<file path="config.mk">
export PLATFORM = sky130hd
export DESIGN_NAME = smux_core
export DESIGN_NICKNAME = d
export VERILOG_FILES = /design/src/core/smux_pkg.sv /design/src/core/smux_core.sv
export SDC_FILE = /design/constraint.sdc
export NUM_CORES = 2
export LEC_CHECK = 0
export BUFFER_PORTS_ARGS = -buffer_cell sky130_fd_sc_hd__buf_2
export CAP_MARGIN = 20
export CORE_MARGIN = 5
export CORE_UTILIZATION = 35
export DETAILED_ROUTE_END_ITERATION = 7
export PLACE_DENSITY = 0.52
export SYNTH_ARGS = -nofsm -noshare
export SYNTH_HDL_FRONTEND = slang
export SYNTH_SLANG_ARGS = --single-unit
</file>
<file path="constraint.sdc">
create_clock -name i_clk -period 19.2 [get_ports i_clk]
set_input_delay 2.88 -clock i_clk [delete_from_list [all_inputs] [get_ports i_clk]]
set_output_delay 2.88 -clock i_clk [all_outputs]
set_load 0.05 [all_outputs]
</file>
<file path="src/core/smux_pkg.sv">
// package for the audio sample-rate multiplexer: sizes, rates, timing counts and carriers
// assumes a single 50 MHz system clock shared by the audio and link-side logic
`default_nettype none
package smux_pkg;
    // --------------------------------------------------------------
    // frame geometry
    // --------------------------------------------------------------
    localparam int SLOT_COUNT      = 64;   // slots in a single-rate frame
    localparam int NATIVE96_SLOTS  = 32;   // channels in a native double-rate frame
    localparam int SAMPLE_BITS     = 24;   // internal sample width in every mode
    localparam int SLOT_BITS       = 6;
    localparam int PHASE_BITS      = 2;

    // --------------------------------------------------------------
    // base rates in Hz and the internal-rate output width
    // --------------------------------------------------------------
    localparam int RATE_BITS       = 18;
    localparam logic [RATE_BITS-1:0] BASE_32K_HZ  = 18'h07D00; // 32000
    localparam logic [RATE_BITS-1:0] BASE_44K1_HZ = 18'h0AC44; // 44100
    localparam logic [RATE_BITS-1:0] BASE_48K_HZ  = 18'h0BB80; // 48000

    // --------------------------------------------------------------
    // clock recovery timing
    // --------------------------------------------------------------
    localparam int CLK_HZ          = 50_000_000;
    localparam int LOCK_MIN_HZ     = 25_000;
    localparam int LOCK_MAX_HZ     = 200_000;
    localparam int PERIOD_BITS     = 12;
    // longest period rounds down, shortest rounds up
    localparam logic [PERIOD_BITS-1:0] PERIOD_MAX_CYC =
        PERIOD_BITS'(CLK_HZ / LOCK_MIN_HZ);
    localparam logic [PERIOD_BITS-1:0] PERIOD_MIN_CYC =
        PERIOD_BITS'((CLK_HZ + LOCK_MAX_HZ - 1) / LOCK_MAX_HZ);
    localparam logic [PERIOD_BITS-1:0] PERIOD_TOL_CYC = 12'h008; // allowed drift per period
    localparam logic [2:0]             LOCK_NEED      = 3'h4;    // good periods before lock

    // --------------------------------------------------------------
    // modes and carriers
    // --------------------------------------------------------------
    typedef enum logic [1:0] {RATE_SINGLE, RATE_DOUBLE, RATE_QUAD} rate_mode_t;
    typedef enum logic       {FRAME_48K, FRAME_96K}               frame_fmt_t;
    typedef enum logic [1:0] {BASE_32K, BASE_44K1, BASE_48K}      base_rate_t;

    typedef struct packed {
        logic [SLOT_BITS-1:0]   ch;
        logic [PHASE_BITS-1:0]  phase;
        logic [SAMPLE_BITS-1:0] data;
    } aud_sample_t;

    typedef struct packed {
        logic [SLOT_BITS-1:0]   num;
        logic [SAMPLE_BITS-1:0] data;
    } slot_word_t;
endpackage
`default_nettype wire

</file>
<file path="src/core/smux_core.sv">
// sample-rate multiplexer between the internal audio stream and link frame slots
// assumes the link framer presents slot requests and received slots on i_clk,
// and that the recovered word clock arrives asynchronously on i_word_clk
//
// Notes on behaviour
// - double rate runs the internal sample clock at twice the base rate
// - samples stay 24 bits wide in every rate mode
// - 96 kHz goes both ways as two-slot interleave or native double-rate frame
// - double rate in single-rate frame uses two slots per channel, 32 channels
// - quad rate in single-rate frame uses four slots per channel, 16 channels
// - 192 kHz only by four-slot interleave, never a native quad frame
// - interleaved modes keep the link at the single-speed frame rate
// - successive samples of a channel rotate over the two or four slots of its group
// - interleave and de-interleave only move samples, never change them
// - single-rate frame carries at most 64 channels up to 48 kHz
// - native double-rate frame carries at most 32 channels
// - native double-rate receive picks its rate itself; interleave needs manual set
// - clock recovery locks on 25 kHz to 200 kHz and tracks varispeed
// - 32, 44.1 and 48 kHz are the base rates, multiplied by two or four
`default_nettype none
module smux_core
    import smux_pkg::*;
(
    // clock and reset
    input  wire logic                   i_clk,
    input  wire logic                   i_resetn,
    // configuration levels
    input  wire rate_mode_t             i_rate_mode,
    input  wire frame_fmt_t             i_frame_fmt,
    input  wire base_rate_t             i_base_rate,
    // recovered word clock pin
    input  wire logic                   i_word_clk,
    // audio side, transmit direction
    input  wire logic                   i_tx_valid,
    input  wire aud_sample_t            i_tx_sample,
    output logic                        o_tx_ready,
    // link side, transmit slot requests
    input  wire logic                   i_tx_slot_req,
    input  wire logic [SLOT_BITS-1:0]   i_tx_slot_num,
    output logic                        o_tx_slot_valid,
    output slot_word_t                  o_tx_slot,
    output logic                        o_tx_underrun,
    // link side, received slots
    input  wire logic                   i_rx_slot_valid,
    input  wire slot_word_t             i_rx_slot,
    input  wire logic                   i_rx_native96,
    // audio side, receive direction
    output logic                        o_rx_valid,
    output aud_sample_t                 o_rx_sample,
    // status
    output logic [RATE_BITS-1:0]        o_internal_rate_hz,
    output logic [SLOT_BITS:0]          o_channel_count,
    output logic                        o_rx_double_rate,
    output logic                        o_locked,
    output logic [PERIOD_BITS-1:0]      o_word_period
);

    // --------------------------------------------------------------
    // mode decode
    // --------------------------------------------------------------
    frame_fmt_t             tx_fmt;
    frame_fmt_t             rx_fmt;
    logic [PHASE_BITS-1:0]  tx_shift;
    logic [PHASE_BITS-1:0]  rx_shift;
    logic [PHASE_BITS-1:0]  rate_shift;
    logic [RATE_BITS-1:0]   base_hz;

    // quad rate has no native frame, so it always uses the single-rate frame
    assign tx_fmt = (i_rate_mode == RATE_QUAD) ? FRAME_48K : i_frame_fmt;
    // a native double-rate frame announces itself; interleave follows the setting
    assign rx_fmt = i_rx_native96 ? FRAME_96K : tx_fmt;

    // the link speed never changes; only the slot mapping follows the mode
    // slots per channel as a shift: one, two or four slots per group
    always_comb begin
        rate_shift = 2'h0;
        case (i_rate_mode)
            RATE_DOUBLE: rate_shift = 2'h1;
            RATE_QUAD:   rate_shift = 2'h2;
            default:     rate_shift = 2'h0;
        endcase
        tx_shift = (tx_fmt == FRAME_96K) ? 2'h0 : rate_shift;
        rx_shift = (rx_fmt == FRAME_96K) ? 2'h0 : rate_shift;
    end

    // base rate table
    // doubled and quadrupled rates come from a shift, not a second table
    always_comb begin
        case (i_base_rate)
            BASE_32K:  base_hz = BASE_32K_HZ;
            BASE_44K1: base_hz = BASE_44K1_HZ;
            default:   base_hz = BASE_48K_HZ;
        endcase
    end

    // --------------------------------------------------------------
    // rate and channel-count status
    // --------------------------------------------------------------
    // status follows the configuration inputs one edge later
    // native frame counts as double rate even with a single-rate setting
    always_ff @(posedge i_clk or negedge i_resetn) begin
        if (!i_resetn) begin
            o_internal_rate_hz <= BASE_48K_HZ;
            o_channel_count    <= 7'(SLOT_COUNT);
            o_rx_double_rate   <= 1'b0;
        end else begin
            if (tx_fmt == FRAME_96K && rate_shift == 2'h0)
                o_internal_rate_hz <= base_hz << 1;
            else
                o_internal_rate_hz <= base_hz << rate_shift;
            if (tx_fmt == FRAME_96K)
                o_channel_count <= 7'(NATIVE96_SLOTS);
            else
                o_channel_count <= 7'(SLOT_COUNT) >> tx_shift;
            o_rx_double_rate <= (rx_fmt == FRAME_96K) || (rate_shift == 2'h1);
        end
    end

    // --------------------------------------------------------------
    // transmit slot buffer
    // --------------------------------------------------------------
    // one sample per slot keeps latency below a frame but leaves no slack
    logic [SAMPLE_BITS-1:0] tx_buf     [SLOT_COUNT];
    logic [SLOT_COUNT-1:0]  tx_full_q;
    logic [PHASE_BITS-1:0]  tx_phase_q [SLOT_COUNT];
    logic [4:0]             cfg_q;
    logic                   cfg_change;
    logic [SLOT_BITS-1:0]   wr_slot;
    logic                   wr_in_range;
    logic                   wr_fire;
    logic                   rd_active;
    logic [SLOT_BITS:0]     slot_limit;

    assign cfg_change  = cfg_q != {i_rate_mode, tx_fmt, i_base_rate};
    assign slot_limit  = (tx_fmt == FRAME_96K) ? 7'(NATIVE96_SLOTS) : 7'(SLOT_COUNT);
    assign wr_in_range = {1'b0, i_tx_sample.ch} < (slot_limit >> tx_shift);
    // group base is channel times group size; phase picks the slot inside it
    assign wr_slot     = SLOT_BITS'(i_tx_sample.ch << tx_shift)
                       | SLOT_BITS'(tx_phase_q[i_tx_sample.ch]);
    // out-of-range channels are taken and dropped so the source never hangs
    assign o_tx_ready  = !cfg_change && (!wr_in_range || !tx_full_q[wr_slot]);
    assign wr_fire     = i_tx_valid && o_tx_ready && wr_in_range;
    assign rd_active   = {1'b0, i_tx_slot_num} < slot_limit;

    // remember the configuration; a change flushes the buffer below
    always_ff @(posedge i_clk or negedge i_resetn) begin
        if (!i_resetn)
            cfg_q <= 5'h00;
        else
            cfg_q <= {i_rate_mode, tx_fmt, i_base_rate};
    end

    // sample storage, written unchanged and read unchanged
    always_ff @(posedge i_clk) begin
        if (wr_fire)
            tx_buf[wr_slot] <= i_tx_sample.data;
    end

    // per-entry fill flags and per-channel phase counters
    generate
        for (genvar s = 0; s < SLOT_COUNT; s++) begin : g_slot
            logic set_here;
            logic clr_here;
            logic adv_here;
            assign set_here = wr_fire && wr_slot == SLOT_BITS'(s);
            assign clr_here = i_tx_slot_req && i_tx_slot_num == SLOT_BITS'(s);
            assign adv_here = wr_fire && i_tx_sample.ch == SLOT_BITS'(s);
            // a write landing in the cycle of a read keeps the slot filled
            always_ff @(posedge i_clk or negedge i_resetn) begin
                if (!i_resetn)
                    tx_full_q[s] <= 1'b0;
                else if (cfg_change)
                    tx_full_q[s] <= 1'b0;
                else if (set_here)
                    tx_full_q[s] <= 1'b1;
                else if (clr_here)
                    tx_full_q[s] <= 1'b0;
            end
            // earliest sample goes to the lowest slot, then upward, then wrap
            always_ff @(posedge i_clk or negedge i_resetn) begin
                if (!i_resetn)
                    tx_phase_q[s] <= 2'h0;
                else if (cfg_change)
                    tx_phase_q[s] <= 2'h0;
                else if (adv_here)
                    tx_phase_q[s] <= (tx_phase_q[s] + 2'h1)
                                   & PHASE_BITS'((1 << tx_shift) - 1);
            end
        end
    endgenerate

    // link read: one slot per request, unfilled or unused slots send silence
    // the slot number is echoed so the framer can check it against its count
    always_ff @(posedge i_clk or negedge i_resetn) begin
        if (!i_resetn) begin
            o_tx_slot_valid <= 1'b0;
            o_tx_slot       <= '0;
            o_tx_underrun   <= 1'b0;
        end else begin
            o_tx_slot_valid <= i_tx_slot_req;
            o_tx_underrun   <= i_tx_slot_req && rd_active && !tx_full_q[i_tx_slot_num];
            if (i_tx_slot_req) begin
                o_tx_slot.num <= i_tx_slot_num;
                if (rd_active && tx_full_q[i_tx_slot_num])
                    o_tx_slot.data <= tx_buf[i_tx_slot_num];
                else
                    o_tx_slot.data <= '0;
            end
        end
    end

    // --------------------------------------------------------------
    // receive de-interleave
    // --------------------------------------------------------------
    logic [SLOT_BITS:0] rx_limit;
    assign rx_limit = (rx_fmt == FRAME_96K) ? 7'(NATIVE96_SLOTS) : 7'(SLOT_COUNT);

    // slot number splits into channel and phase; data passes untouched
    // no buffer here: the audio side must take every valid pulse as it comes
    always_ff @(posedge i_clk or negedge i_resetn) begin
        if (!i_resetn) begin
            o_rx_valid  <= 1'b0;
            o_rx_sample <= '0;
        end else begin
            o_rx_valid <= i_rx_slot_valid && ({1'b0, i_rx_slot.num} < rx_limit);
            if (i_rx_slot_valid) begin
                o_rx_sample.ch    <= i_rx_slot.num >> rx_shift;
                o_rx_sample.phase <= PHASE_BITS'(i_rx_slot.num)
                                   & PHASE_BITS'((1 << rx_shift) - 1);
                o_rx_sample.data  <= i_rx_slot.data;
            end
        end
    end

    // --------------------------------------------------------------
    // word clock recovery
    // --------------------------------------------------------------
    logic [2:0]             wc_sync_q;
    logic                   wc_clean_q;
    logic                   wc_rise;
    logic [PERIOD_BITS-1:0] per_cnt_q;
    logic [PERIOD_BITS-1:0] per_diff;
    logic                   per_good;
    logic [2:0]             good_cnt_q;

    // three-stage synchroniser; the clean level moves only when stages two and three agree
    always_ff @(posedge i_clk or negedge i_resetn) begin
        if (!i_resetn) begin
            wc_sync_q  <= 3'h0;
            wc_clean_q <= 1'b0;
        end else begin
            wc_sync_q <= {wc_sync_q[1:0], i_word_clk};
            if (wc_sync_q[1] == wc_sync_q[2])
                wc_clean_q <= wc_sync_q[2];
        end
    end

    assign wc_rise  = wc_sync_q[2] && wc_sync_q[1] && !wc_clean_q;
    assign per_diff = (per_cnt_q > o_word_period) ? per_cnt_q - o_word_period
                                                  : o_word_period - per_cnt_q;
    // inside the lock range and close to the last period: tracks slow varispeed
    assign per_good = per_cnt_q >= PERIOD_MIN_CYC && per_cnt_q <= PERIOD_MAX_CYC
                   && per_diff <= PERIOD_TOL_CYC;

    // period counter saturates so a stopped clock cannot wrap into range
    // a missing edge is caught once the count passes PERIOD_MAX_CYC, not by a separate watchdog
    always_ff @(posedge i_clk or negedge i_resetn) begin
        if (!i_resetn)
            per_cnt_q <= '0;
        else if (wc_rise)
            per_cnt_q <= 12'h001;
        else if (per_cnt_q != '1)
            per_cnt_q <= per_cnt_q + 12'h001;
    end

    // lock after a few matching periods; lose it on a bad or missing edge
    // one bad period drops lock at once, so a glitch never passes as varispeed
    always_ff @(posedge i_clk or negedge i_resetn) begin
        if (!i_resetn) begin
            o_word_period <= '0;
            good_cnt_q    <= 3'h0;
            o_locked      <= 1'b0;
        end else if (wc_rise) begin
            o_word_period <= per_cnt_q;
            if (per_good) begin
                if (good_cnt_q != LOCK_NEED)
                    good_cnt_q <= good_cnt_q + 3'h1;
                o_locked <= (good_cnt_q >= LOCK_NEED - 3'h1);
            end else begin
                good_cnt_q <= 3'h0;
                o_locked   <= 1'b0;
            end
        end else if (per_cnt_q > PERIOD_MAX_CYC) begin
            good_cnt_q <= 3'h0;
            o_locked   <= 1'b0;
        end
    end

endmodule
`default_nettype wire

</file>
==> reports/summary.txt <==
CP Class = input port to output pin
status = finished, final reports clean
prevailing post-synth register cell = edfxtp_1
setup TNS = 0 ns
DR vias/cell = 5.58
CTS Buf Count = 192
slack of the critical path = 8.32 ns
# IOs = 185
CTS Root Cell = clkbuf_16
Clock Skew = 0.0754 ns
area post-placement = 82200 sq um
commonest non-fill, non-tap cell in the layout = edfxtp_1
vias in the first global route = 42717
clock-pin slew on the worst setup and hold paths = 0.06 ns
first-pass GRT wire length = 313000 um
GPL Wtd Cong = 0.873
Max Clk Rate = 92.0 MHz
Max Slew Vio Count = 0
Mapped Avg Cell Area = 18.0 sq um
CTS resizes = 0
detailed-route via count = 42619
nets = 4633
area taken by multi-input logic gates = 22200 sq um
GR Overflow Total = 0
sequential share of the synthesized area = 0.699
IO buf count = 177
Crit path largest cell delay = 0.79 ns
Layout area overhead = 14.3%
crit start category = input port
area of the mapped netlist = 77300 sq um
Post-synth EDFFs = 1536
PD cells = 99.7 nW/um^2
routed len/inst = 28.4 um
H-tree depth = 4
final setup fails = 0
Starting Density = 0.352
crit-path most repeated cell = buf_4
FP Rows = 172
Clock Tree Buf Depth = 3
CP Cell Sequence = buf_4 -> buf_4 -> mux4_2 -> mux2_1 -> nor3b_1 -> nor4b_1 -> or3_1 -> nand2b_1 -> buf_4 -> o221ai_1 -> a32o_1 -> or4b_4 -> o21ai_4 -> inv_1 -> buf_2
max-cap violation count = 0
CTS tree = built
antenna violations before repair = 25
hpwl dp = 122000 um
drt pass-1 iters = 7
Critical Path RT = 16.32 ns
DRT antenna net count = 0
worst slew pin tran = 1.14 ns
Final min period = 10.88 ns
layout cells sized above 1 = 0.272
CORE AREA = 220000 sq um
Ys Warns = 0
most frequent cells in the layout = edfxtp_1, mux4_2, dfrtp_1
Layout fillers = 19656
register bit total from synthesis = 1850
slowest CP cell = nor4b_1
Total GRT Usage = 0.186
initial drt markers = 4385
post-route cell area = 88300 sq um
Hold Slack = 0.354 ns
drc violations = 0
worst slack at placement = 8.31 ns
Gate Count Post-Synth = 4302
clock sink total = 1850
largest net degree at the start of global routing = 153
RSZ-0062 raised after global routing = no
post-route insts no fill = 7642
CP Capture Type = output pin
Die Y = 480 um
placed cell count = 7278
CP arrival = 8.00 ns
asr flop ratio synth = 0.170
peak supply drop = 89.6 uV
DIE WIDTH = 480 um
final worst-path cycle share = 0.566
DIE AREA = 230000 sq um
leak pwr = 28.5 nW
Netlist cell types = 75
worst-skew pair later-pin latency = 0.85 ns
Relative slew margins = 0.238
WL final = 217000 um
Register Area = 54000 sq um
postcts setup bufs = 0
Hold Path Class = flip-flop to flip-flop
cts-stage hold buffer count = 0
final number of hold-violating endpoints = 0
crit-path max FO = 55
-- critical path: cells and delay by family --
| family | cells | cell delay, ns |
|---|---|---|
| buffers and inverters | 5 | 1.59 |
| AND/OR/NAND/NOR | 5 | 2.15 |
| AO/OA/AOI/OAI | 3 | 0.75 |
| multiplexers | 2 | 0.55 |
-- cell families (layout without fill, tap and decap cells) --
kind of cell,count (synthesis),count (layout),share of synthesized area
other,1,12,0.0000485
adder cells (fa/ha/maj),37,37,0.00599
flip-flops,1850,1850,0.699
buffers and inverters,368,739,0.0191
AND/OR/NAND/NOR,812,812,0.0542
AO/OA/AOI/OAI,564,564,0.0465
multiplexers,651,651,0.173
XOR/XNOR,19,19,0.00215
-- synthesized netlist by cell type (all sizes together) (11+ instances only) --
master	number	area [sq um]
a22oi	12	90.1
a21oi	84	424
inv	69	259
o211ai	65	488
xnor2	14	123
o21ai	173	866
o22ai	58	363
a31oi	40	250
nand3b	38	285
ha	37	463
dfrtp	306	7660
nor4	17	106
o21a	41	308
nor2b	19	119
mux4	546	12300
nand4	68	425
nor3	139	696
clkbuf	212	796
and3	11	68.8
or4	67	503
mux2	44	495
nor2	86	323
or3	11	68.8
edfxtp	1536	46100
mux2i	61	611
a31o	33	289
nand2b	19	119
buf	87	423
nand2	231	867
nand3	80	400
-- routing by layer --
layer,GRT usage,part of all wire,vias up
met3,0.0350,0.066,311
met2,0.299,0.48,1426
li1,-,-,18070
met5,0,0.00028,-
met4,0.0508,0.027,10
met1,0.260,0.43,22802
-- state kept, by name (all words and copies together), names as in the netlist --
register            flops
tx_full_q              64
wc_clean_q              1
tx_buf               1536
o_tx_underrun           1
cfg_q                   5
o_channel_count         4
o_rx_valid              1
o_rx_sample            32
o_tx_slot_valid         1
per_cnt_q              12
tx_phase_q            128
o_word_period          12
o_internal_rate_hz     15
good_cnt_q              3
wc_sync_q               3
o_rx_double_rate        1
o_tx_slot              30
o_locked                1
-- final timing paths --
path / start / end / slack, ns / cells past startpoint
setup / recovery: i_tx_sample[27] / o_tx_ready / 8.32 / 15
hold / removal: wc_sync_q[0]$_DFF_PN0_ / wc_sync_q[1]$_DFF_PN0_ / 0.35 / 0
setup reg to reg: tx_phase_q[55]$_DFFE_PN0P_ / tx_buf[40][5]$_DFFE_PP_ / 13.19 / 14
hold reg to reg: wc_sync_q[0]$_DFF_PN0_ / wc_sync_q[1]$_DFF_PN0_ / 0.35 / 0
max in group asynchronous: i_resetn / o_rx_sample[20]$_DFFE_PN0P_ / 14.90 / 3
min in group asynchronous: i_resetn / tx_full_q[3]$_DFFE_PN0P_ / 2.08 / 1
-- layout make-up --
type | count | share of cell area
well taps | 2958 | 0.0419
clock inverters | 93 | 0.00911
repair buffers | 315 | 0.0230
multi-input cells | 2088 | 0.252
inverters | 69 | 0.00293
flip-flops and latches | 1850 | 0.611
diodes | 7 | 0.000198
clock buffers | 262 | 0.0599
-- power by group --
| part | switching, mW | internal, mW | leakage (nW) | total, mW |
|---|---|---|---|---|
| sequential | 0.0193 | 4.38 | 18.0 | 4.39 |
| combinational | 0.531 | 0.278 | 7.55 | 0.809 |
| clock | 1.58 | 2.02 | 2.96 | 3.60 |
| total | 2.13 | 6.67 | 28.5 | 8.80 |
-- stage by stage --
| step | total power, mW | util |
|---|---|---|
| 3_3_place_gp | 5.29 | 0.374 |
| 3_5_place_dp | 5.29 | 0.374 |
| 4_1_cts | 8.90 | 0.402 |
| 2_1_floorplan | 4.99 | - |
| 6_report | 8.80 | 0.402 |
| 5_1_grt | 9.12 | 0.402 |
(Power assumes the default switching activity.)
